<file path="config.mk">
export PLATFORM = sky130hd
export DESIGN_NAME = peripheral_module_disable
export DESIGN_NICKNAME = d
export VERILOG_FILES = /design/src/pmd_pkg.sv /design/src/ahb_reg_port.sv /design/src/access_gate.sv /design/src/peripheral_module_disable.sv
export SDC_FILE = /design/constraint.sdc
export NUM_CORES = 1
export LEC_CHECK = 0
export BUFFER_PORTS_ARGS = -buffer_cell sky130_fd_sc_hd__clkbuf_2
export CORE_AREA = 2 2 186 188
export DETAILED_ROUTE_END_ITERATION = 10
export DIE_AREA = 0 0 188 190
export GPL_TIMING_DRIVEN = 0
export SYNTH_ARGS = -nofsm -noshare
export SYNTH_HDL_FRONTEND = slang
export SYNTH_SLANG_ARGS = --single-unit
export TNS_END_PERCENT = 30
</file>
<file path="constraint.sdc">
create_clock -name clk_sys -period 2.4 [get_ports clk_sys]
set_clock_uncertainty 0.1 [all_clocks]
set_input_delay 0.12 -clock clk_sys [delete_from_list [all_inputs] [get_ports clk_sys]]
set_output_delay 0.12 -clock clk_sys [all_outputs]
set_load 0.02 [all_outputs]
</file>
<file path="src/pmd_pkg.sv">
// Constants shared by the peripheral disable controller and its helpers
package pmd_pkg;

	// ************************************************************
	// Register indices (byte address is four times the index)
	// ************************************************************
	localparam int IDX_W = 12;
	localparam logic [11:0] IDX_CTRL_0 = 12'h796;
	localparam logic [11:0] IDX_CTRL_1 = 12'h797;
	localparam logic [11:0] IDX_CTRL_2 = 12'h798;
	localparam logic [11:0] IDX_CTRL_3 = 12'h799;
	localparam logic [11:0] IDX_CTRL_4 = 12'h79A;
	localparam logic [11:0] IDX_CTRL_5 = 12'h79B;
	localparam logic [11:0] IDX_CTRL_6 = 12'h79C;
	localparam logic [11:0] IDX_CTRL_7 = 12'h79D;
	localparam logic [11:0] IDX_STATUS = 12'h79E;
	localparam int NUM_CTRL = 8;
	localparam int NUM_BITS = 64;

	// ************************************************************
	// Reset values and implemented-bit masks
	// ************************************************************
	localparam logic [7:0] CTRL_RST = 8'h00;
	localparam logic [7:0] CTRL_MASK [NUM_CTRL] = '{
		8'hC7, 8'h7F, 8'h80, 8'h67, 8'h6F, 8'h60, 8'h13, 8'h3F
	};

	// ************************************************************
	// Field positions
	// ************************************************************
	localparam int BIT_PINCHG_OFF = 0;
	localparam int BIT_CLKREF_OFF = 1;
	localparam int BIT_NVM_OFF = 2;
	localparam int BIT_VREF_OFF = 6;
	localparam int BIT_SYSCLK_GATE = 7;
	localparam int BIT_ST_NVM_READY = 0;
	localparam int BIT_ST_SETTLING = 1;
	localparam int BIT_ST_SYSCLK_OFF = 2;

	// ************************************************************
	// Timing
	// ************************************************************
	localparam int CLK_PERIOD_NS = 40;
	localparam int NVM_WAKE_NS = 1000;
	localparam int NVM_WAKE_CYC = (NVM_WAKE_NS + CLK_PERIOD_NS - 1) / CLK_PERIOD_NS;
	localparam int SETTLE_CYC = 2;
	localparam int CNT_W = 6;

	// ************************************************************
	// Bus encodings
	// ************************************************************
	localparam logic [1:0] HTRANS_IDLE = 2'h0;
	localparam logic HRESP_OKAY = 1'b0;

endpackage : pmd_pkg

</file>
<file path="src/ahb_reg_port.sv">
// AHB-Lite slave front end for the disable control registers
module ahb_reg_port
	import pmd_pkg::*;
(
	// Clock and reset
	input wire logic clk_sys,
	input wire logic rst,
	// AHB-Lite slave
	input wire logic hsel,
	input wire logic [31:0] haddr,
	input wire logic [1:0] htrans,
	input wire logic hwrite,
	input wire logic [2:0] hsize,
	input wire logic [31:0] hwdata,
	input wire logic hready,
	output logic hreadyout,
	output logic [31:0] hrdata,
	output logic hresp,
	// Register file side
	output logic rdReq,
	output logic [pmd_pkg::IDX_W-1:0] rdIdx,
	input wire logic [7:0] rdWord,
	output logic wrStb,
	output logic [pmd_pkg::IDX_W-1:0] wrIdx,
	output logic [7:0] wrData
);
	logic accept;
	logic wrPend_r;
	logic [IDX_W-1:0] wrIdx_r;
	logic [31:0] hrdata_r;

	// Address phase decode, word index from byte address
	assign accept = hsel & htrans[1] & hready;
	assign rdReq = accept & ~hwrite;
	assign rdIdx = haddr[IDX_W+1:2];

	// Data phase write strobe, low byte only
	assign wrStb = wrPend_r;
	assign wrIdx = wrIdx_r;
	assign wrData = hwdata[7:0];

	// Capture address phase; read data is ready for the data phase
	always_ff @(posedge clk_sys) begin
		if (rst) begin
			wrPend_r <= 1'b0;
			wrIdx_r <= '0;
			hrdata_r <= 32'h0000_0000;
		end else begin
			wrPend_r <= accept & hwrite;
			wrIdx_r <= haddr[IDX_W+1:2];
			hrdata_r <= rdReq ? {24'h00_0000, rdWord} : 32'h0000_0000;
		end
	end

	// Zero wait states, always OKAY
	assign hreadyout = 1'b1;
	assign hrdata = hrdata_r;
	assign hresp = HRESP_OKAY;

	// hsize unused: only whole-word transfers reach this slave
	logic unusedSize;
	assign unusedSize = ^hsize;

endmodule : ahb_reg_port

</file>
<file path="src/access_gate.sv">
// Gate between the core and one peripheral register port
module access_gate #(
	parameter int DATA_W = 8
) (
	// Clock and reset
	input wire logic clk_sys,
	input wire logic rst,
	// Peripheral state
	input wire logic blocked,
	// Core side
	input wire logic wrReq,
	input wire logic rdReq,
	output logic wrGrant,
	output logic rdValid,
	output logic [DATA_W-1:0] rdData,
	// Peripheral side
	input wire logic [DATA_W-1:0] rdRaw
);
	logic wrGrant_r;
	logic rdValid_r;
	logic [DATA_W-1:0] rdData_r;

	// Blocked: writes dropped, reads answered with zero
	always_ff @(posedge clk_sys) begin
		if (rst) begin
			wrGrant_r <= 1'b0;
			rdValid_r <= 1'b0;
			rdData_r <= '0;
		end else begin
			wrGrant_r <= wrReq & ~blocked;
			rdValid_r <= rdReq;
			rdData_r <= (rdReq & ~blocked) ? rdRaw : '0;
		end
	end

	assign wrGrant = wrGrant_r;
	assign rdValid = rdValid_r;
	assign rdData = rdData_r;

endmodule : access_gate

</file>
<file path="src/peripheral_module_disable.sv">
// Peripheral module disable controller with AHB-Lite register access
//
// Decided for this implementation: the AHB-Lite register port.

// Overview of operation
// - A set disable bit holds its peripheral in reset; clear leaves it running.
// - Disabled peripheral registers ignore writes and read as zero.
// - Outputs of a disabled peripheral are forced inactive.
// - Clearing the bit restarts the peripheral from power-on values.
// - Any system reset clears every disable bit.
// - Control 0 bit 7 stops system clock distribution to peripherals.
// - Only system-clocked peripherals lose their clock from that gate.
// - Control 0 bit 2 blocks memory access, control writes and indirect reads.
// - Control 0: bit 6 voltage reference, bit 1 clock output, bit 0 pin change.
// - Control 1 bits 0 to 6 disable timers 0 to 6.
// - Control 2 bit 7 disables the numeric oscillator.
// - Control 3: DAC, converter, two comparators, zero-cross detector.
// - Disabled peripheral has its clock and activity stopped.
// - Control 4: two pulse modulators and four capture/compare units.
// - Control 5: two waveform generators at bits 6 and 5.
// - Control 6: async serial bit 4, sync serial ports bits 1 and 0.
// - Control 7: measurement timer, four logic cells, signal modulator.
module peripheral_module_disable
	import pmd_pkg::*;
#(
	parameter logic [63:0] SYSCLK_USERS = 64'h3F13_606F_6780_7F47
) (
	// Clock and reset
	input wire logic clk_sys,
	input wire logic rst,
	// AHB-Lite slave
	input wire logic hsel,
	input wire logic [31:0] haddr,
	input wire logic [1:0] htrans,
	input wire logic hwrite,
	input wire logic [2:0] hsize,
	input wire logic [31:0] hwdata,
	input wire logic hready,
	output logic hreadyout,
	output logic [31:0] hrdata,
	output logic hresp,
	// Peripheral control, one bit per control register bit position
	output logic [pmd_pkg::NUM_BITS-1:0] periphHoldReset,
	output logic [pmd_pkg::NUM_BITS-1:0] periphRestart,
	output logic [pmd_pkg::NUM_BITS-1:0] periphClkEn,
	input wire logic [pmd_pkg::NUM_BITS-1:0] periphOutRaw,
	output logic [pmd_pkg::NUM_BITS-1:0] periphOut,
	// Peripheral register access from the core
	input wire logic [5:0] sfrSel,
	input wire logic sfrWrReq,
	input wire logic sfrRdReq,
	input wire logic [7:0] sfrRdRaw,
	output logic sfrWrGrant,
	output logic sfrRdValid,
	output logic [7:0] sfrRdData,
	// Nonvolatile memory access from the core
	input wire logic nvmWrReq,
	input wire logic nvmRdReq,
	input wire logic [7:0] nvmRdRaw,
	output logic nvmWrGrant,
	output logic nvmRdValid,
	output logic [7:0] nvmRdData,
	output logic nvmBlock,
	output logic nvmReady
);
	// ************************************************************
	// Declarations
	// ************************************************************
	logic [7:0] ctrl_r [NUM_CTRL];
	logic [7:0] ctrlNxt [NUM_CTRL];
	logic [NUM_BITS-1:0] disVec;
	logic [NUM_BITS-1:0] disVecNxt;
	logic [NUM_BITS-1:0] validVec;
	logic [NUM_BITS-1:0] gateVec;
	logic [NUM_BITS-1:0] holdReset_r;
	logic [NUM_BITS-1:0] restart_r;
	logic [NUM_BITS-1:0] clkEn_r;
	logic [NUM_BITS-1:0] outQ_r;
	logic rdReq;
	logic [IDX_W-1:0] rdIdx;
	logic [7:0] rdWord;
	logic wrStb;
	logic [IDX_W-1:0] wrIdx;
	logic [7:0] wrData;
	logic [3:0] wrSlot;
	logic [3:0] rdSlot;
	logic sysGate;
	logic nvmOff;
	logic [CNT_W-1:0] nvmCnt_r;
	logic nvmReady_r;
	logic nvmBlock_r;
	logic [CNT_W-1:0] settleCnt_r;
	logic anyRestart;
	logic [7:0] statusWord;
	logic sfrBlocked;

	// ************************************************************
	// Decoding helpers
	// ************************************************************

	// Hit flag and slot of a control register index
	function automatic logic [3:0] ctrlSlot(input logic [IDX_W-1:0] idx);
		logic [IDX_W-1:0] off;
		off = idx - IDX_CTRL_0;
		if (idx >= IDX_CTRL_0 && idx <= IDX_CTRL_7) begin
			return {1'b1, off[2:0]};
		end
		return 4'h0;
	endfunction : ctrlSlot

	// ************************************************************
	// Bus front end
	// ************************************************************
	ahb_reg_port u_port (
		.clk_sys(clk_sys),
		.rst(rst),
		.hsel(hsel),
		.haddr(haddr),
		.htrans(htrans),
		.hwrite(hwrite),
		.hsize(hsize),
		.hwdata(hwdata),
		.hready(hready),
		.hreadyout(hreadyout),
		.hrdata(hrdata),
		.hresp(hresp),
		.rdReq(rdReq),
		.rdIdx(rdIdx),
		.rdWord(rdWord),
		.wrStb(wrStb),
		.wrIdx(wrIdx),
		.wrData(wrData)
	);

	// ************************************************************
	// Control registers
	// ************************************************************
	assign wrSlot = ctrlSlot(wrIdx);
	assign rdSlot = ctrlSlot(rdIdx);

	// Next values; unused positions masked off
	always_comb begin
		for (int i = 0; i < NUM_CTRL; i++) begin
			if (wrStb && wrSlot[3] && wrSlot[2:0] == 3'(i)) begin
				ctrlNxt[i] = wrData & CTRL_MASK[i];
			end else begin
				ctrlNxt[i] = ctrl_r[i];
			end
		end
	end

	always_ff @(posedge clk_sys) begin
		for (int i = 0; i < NUM_CTRL; i++) begin
			if (rst) begin
				ctrl_r[i] <= CTRL_RST;
			end else begin
				ctrl_r[i] <= ctrlNxt[i];
			end
		end
	end

	// Flat views of present and next disable bits
	// bit layout
	assign disVec = {ctrl_r[7], ctrl_r[6], ctrl_r[5], ctrl_r[4],
		ctrl_r[3], ctrl_r[2], ctrl_r[1], ctrl_r[0]};
	assign disVecNxt = {ctrlNxt[7], ctrlNxt[6], ctrlNxt[5], ctrlNxt[4],
		ctrlNxt[3], ctrlNxt[2], ctrlNxt[1], ctrlNxt[0]};
	assign validVec = {CTRL_MASK[7], CTRL_MASK[6], CTRL_MASK[5], CTRL_MASK[4],
		CTRL_MASK[3], CTRL_MASK[2], CTRL_MASK[1], CTRL_MASK[0]};

	// Read mux uses next values so a write then read sees new data
	assign statusWord = {5'h00, sysGate, (settleCnt_r != '0), nvmReady_r};
	assign rdWord = rdSlot[3] ? ctrlNxt[rdSlot[2:0]] :
		(rdIdx == IDX_STATUS) ? statusWord : 8'h00;

	// ************************************************************
	// Peripheral reset, clock and output control
	// ************************************************************
	// system clock gate bit
	assign sysGate = ctrl_r[0][BIT_SYSCLK_GATE];
	// only system-clocked peripherals gated
	// Gate follows the next value so it lands on the same edge as the disable bits
	assign gateVec = SYSCLK_USERS & validVec & {NUM_BITS{ctrlNxt[0][BIT_SYSCLK_GATE]}};
	assign anyRestart = |(disVec & ~disVecNxt);

	// Peripheral control flops
	always_ff @(posedge clk_sys) begin
		if (rst) begin
			holdReset_r <= '0;
			restart_r <= '0;
			clkEn_r <= '0;
			outQ_r <= '0;
		end else begin
			holdReset_r <= disVecNxt & validVec;
			restart_r <= disVec & ~disVecNxt;
			clkEn_r <= validVec & ~disVecNxt & ~gateVec;
			outQ_r <= periphOutRaw & validVec & ~disVec;
		end
	end

	assign periphHoldReset = holdReset_r;
	assign periphRestart = restart_r;
	assign periphClkEn = clkEn_r;
	assign periphOut = outQ_r;

	// ************************************************************
	// Settling window after re-enable, shown in status
	// ************************************************************
	// quiet window reported to software
	always_ff @(posedge clk_sys) begin
		if (rst) begin
			settleCnt_r <= '0;
		end else if (anyRestart) begin
			settleCnt_r <= CNT_W'(SETTLE_CYC);
		end else if (settleCnt_r != '0) begin
			settleCnt_r <= settleCnt_r - CNT_W'(1);
		end
	end

	// ************************************************************
	// Peripheral register access gate
	// ************************************************************
	// disabled registers unimplemented
	assign sfrBlocked = disVec[sfrSel] | ~validVec[sfrSel];

	access_gate #(.DATA_W(8)) u_sfr_gate (
		.clk_sys(clk_sys),
		.rst(rst),
		.blocked(sfrBlocked),
		.wrReq(sfrWrReq),
		.rdReq(sfrRdReq),
		.wrGrant(sfrWrGrant),
		.rdValid(sfrRdValid),
		.rdData(sfrRdData),
		.rdRaw(sfrRdRaw)
	);

	// ************************************************************
	// Nonvolatile memory gate
	// ************************************************************
	// memory access blocked
	assign nvmOff = ctrl_r[0][BIT_NVM_OFF];

	access_gate #(.DATA_W(8)) u_nvm_gate (
		.clk_sys(clk_sys),
		.rst(rst),
		.blocked(nvmOff),
		.wrReq(nvmWrReq),
		.rdReq(nvmRdReq),
		.wrGrant(nvmWrGrant),
		.rdValid(nvmRdValid),
		.rdData(nvmRdData),
		.rdRaw(nvmRdRaw)
	);

	always_ff @(posedge clk_sys) begin
		if (rst) begin
			nvmCnt_r <= '0;
			nvmReady_r <= 1'b1;
			nvmBlock_r <= 1'b0;
		end else begin
			nvmBlock_r <= ctrlNxt[0][BIT_NVM_OFF];
			if (ctrlNxt[0][BIT_NVM_OFF]) begin
				nvmCnt_r <= CNT_W'(NVM_WAKE_CYC);
				nvmReady_r <= 1'b0;
			end else if (nvmCnt_r != '0) begin
				nvmCnt_r <= nvmCnt_r - CNT_W'(1);
				nvmReady_r <= (nvmCnt_r == CNT_W'(1));
			end
		end
	end

	assign nvmReady = nvmReady_r;
	assign nvmBlock = nvmBlock_r;

endmodule : peripheral_module_disable

</file>
==> results.cfg <==
[min_path]
hold_end = u_port.hrdata[1]
min_path_cells = 4
min_from = haddr[5]
hp-class = input port to flip-flop

[worst_setup_path]
reg2reg_depth = 8
crit_family = simple AND/OR/NAND/NOR gates
cp.depth = 8
path_cells = clkbuf_4 -> or3b_4 -> or4_4 -> buf_6 -> mux2i_2 -> a32oi_1 -> a21oi_1 -> o32ai_2
startpoint_type = flip-flop
critPathMaxFanout = 10
crit_path_end_kind = flip-flop
crit_type = flip-flop to flip-flop
arrival_ps = 3120
cp_num_buf_inv = 2
worstReg2RegStart = u_port.wrIdx[0]
r2r-end = u_port.hrdata[1]
ff2ff_setup_slack_ps = -380
slowest_stage = or4_4
critical_path_required_ps = 2750
slowest_delay_ps = 540

[drt]
wl_per_cell_um = 19.0
first_iter_violations = 678
vias = 9627
firstDrtPassIters = 5
routed_via_density = 4.57
drtAntennaViolNets = 0
wl_mm = 40.1
drc = 0

[power]
p_leak_uw = 0.00734
vdd_ir_drop_max_uv = 479
power_density_nw_per_um2 = 678
finalPower_uw = 10600

[floorplanning]
die-area_um2 = 35700
die_h_um = 190
start_util = 0.313
io_pins = 476
fp.dieW_um = 188
coreArea_um2 = 33900
rows = 68

[clock_tree]
clockBufferDepth = 3
cts_tree = built
clk_pin_slew_ps = 60
clock_sinks = 252
cts_buffers = 28
clkLatencyLatePin_ps = 550
cts-htree-levels = 1
root_buffer = clkbuf_16

[synthesis]
ys.flop_type = dfxtp_1
ys_seq_elements = 252
synth_cells = 1095
synthAdderAreaFrac = 0.00707
synth_compound_area_frac = 0.0723
synth_area_um2 = 10600
yosysWarnings = 0
muxShareOfSynthArea = 0.0643
yosysUniqueCellTypes = 79
synth_top_family_by_area = simple AND/OR/NAND/NOR gates
synth_edf_count = 0
avgSynthCellArea_um2 = 9.70
synthArstFlopShare = 0
synthXorXnorAreaFrac = 0.00577
ys_seq_area_frac = 0.475
synth-simple-area-share = 0.241

[run_status]
violations = negative setup slack
status = complete, but fails checks

[global_routing]
grt_antenna_before_repair = 1
grt_start_max_net_pins = 15
grt_overflow = 0
grt_pass1_wl_mm = 58.0
grt_pass1_vias = 9344
grt_usage = 0.216

[flow_run]
maxCapViolCount = 0

[layout]
drive_above_1_share = 0.381
nFillCells = 3228
area_delta_synth_final_pct = 47.3
nets = 1798

[placement]
place.port_buffers = 283
hpwl_mm = 30.2
preCtsSetupSlack_ps = -910
place_congestion = 0.951

[timing]
finalCritPeriodShare = 1.16
timing.fmax_ghz = 0.360
finalSetupViolations = 63
rsz0062_at_grt = yes
drv_slew = 0
finalHoldViolCount = 0
maxSlewHeadroom = 0.162
worst_pin_slew_ps = 1240
finalCriticalPeriod_ps = 2780
fin_ws_ps = -375
synthesized netlist by cell type (3+ instances only):
cell type,number,share of area
clkbuf_1,39,0.014
ha_1,6,0.0071
nor4_2,4,0.0047
xnor2_1,5,0.0041
nand4_1,8,0.0047
or4_1,6,0.0042
and3_1,16,0.0094
o2111ai_1,5,0.0041
nand2_1,33,0.012
nor2_1,87,0.031
nor2b_1,33,0.019
nor4_1,13,0.0077
nand4b_1,3,0.0025
inv_1,22,0.0078
mux4_2,12,0.025
mux2i_1,33,0.031
mux2_2,6,0.0064
a21oi_1,41,0.019
o221ai_1,3,0.0025
buf_2,4,0.0019
nand3_1,22,0.010
nand3b_1,3,0.0021
o21ai_0,8,0.0038
and2_1,90,0.053
o32ai_1,4,0.0033
o21ai_1,4,0.0019
nor3b_1,48,0.034
and4_1,4,0.0033
dfxtp_1,252,0.48
o211ai_1,4,0.0028
o41ai_1,4,0.0033
nand2b_1,29,0.017
buf_4,151,0.11
a211oi_1,4,0.0028
o22ai_1,4,0.0024
nor3_1,26,0.012
per-layer routing:
metal | track usage | vias up | share of wire
met2 | 0.377 | 490 | 0.48
met4 | 0.0766 | 0 | 0.036
met1 | 0.265 | 4493 | 0.41
li1 | - | 4567 | -
met5 | 0 | - | 0
met3 | 0.0421 | 77 | 0.075
stage by stage:
stage / setup TNS [ps] / hold slack, ps / area [um2] / utilization / std cells
floorplan: -1220 / 99.1 / 11100 / - / 1206
global placement: -55370 / 221 / 13100 / 0.385 / 1944
detailed placement: -57540 / 223 / 13100 / 0.385 / 1945
CTS: -12690 / 23.5 / 15500 / 0.458 / 2104
global route: -19640 / 66.8 / 15600 / 0.461 / 2105
finish: -15110 / 46.2 / 15600 / 0.461 / 2107
worst max path at each step:
| stage | end | startpoint | slack, ps |
|---|---|---|---|
| 2_1_floorplan | u_port.hrdata[4] | u_port.wrIdx[11] | -80 |
| 3_3_place_gp | u_port.hrdata[5] | haddr[3] | -1140 |
| 3_5_place_dp | u_port.hrdata[6] | haddr[9] | -910 |
| 4_1_cts | u_port.hrdata[7] | u_port.wrIdx[6] | -380 |
| 5_1_grt | u_port.hrdata[1] | u_port.wrIdx[6] | -420 |
| 6_report | u_port.hrdata[1] | u_port.wrIdx[0] | -380 |
state kept, by name (all words and copies together) (netlist names), 6 cells and up:
signal             count
nvmCnt_r               6
periphHoldReset       34
ctrl_r                30
u_nvm_gate.rdData      8
u_port.hrdata          8
periphRestart         64
periphOut             35
u_port.wrIdx          12
settleCnt_r            6
u_sfr_gate.rdData      8
periphClkEn           35
worst min-delay path, stage by stage:
cell and delay (ps):
clkbuf_2 150, and4_1 200, inv_1 70, o32ai_2 90
placed cells by master (no fill, tap or decap), types with 8 or more instances in the layout:
cell	instances
nand3_1	20
mux2i_1	19
and3_1	16
mux2i_4	11
buf_6	10
inv_1	22
nor2_1	81
nor3_1	26
nor3b_1	48
clkbuf_2	288
and2_1	76
dfxtp_1	247
clkbuf_16	29
nor2b_1	31
mux4_2	12
nand4_1	8
nand2b_1	28
dlygate4sd3_1	84
clkbuf_1	31
a21oi_1	36
conb_1	113
nor4_1	9
nand2_1	32
and2_4	14
buf_4	168
report_power, final:
group | total [uW] | internal [uW] | switching (uW)
Sequential | 4480 | 4370 | 116
Combinational | 1600 | 699 | 899
Clock | 4530 | 2700 | 1820
cell families after synthesis:
family | count (synthesis)
compound gates | 113
xor+xnor | 7
fa+ha+maj | 6
buf+inv | 222
flops | 252
mux | 52
other cells | 2
simple gates | 441
final cells by class:
cell class	instances	area, um2	share of cell area
antenna	2	5.00	0.000320
buffer	197	1410	0.0900
clock buffer	35	798	0.0510
clock inverter	17	195	0.0125
inverter	24	97.6	0.00624
multi-input combinational	732	5020	0.321
sequential	252	5050	0.323
tap	455	569	0.0364
timing repair buffer	393	2500	0.160
what timing repair did:
action | 4_1_cts | 5_1_grt
resized for setup | 105 | 31
hold endpoints to repair | 89 | 0
pin swaps | 26 | 13
buffers inserted | 17 | 2
gates cloned | 4 | 0
endpoints found under the setup margin | 148 | 111
hold buffers | 86 | 0
No activity file was read; power rests on OpenSTA's default activity.
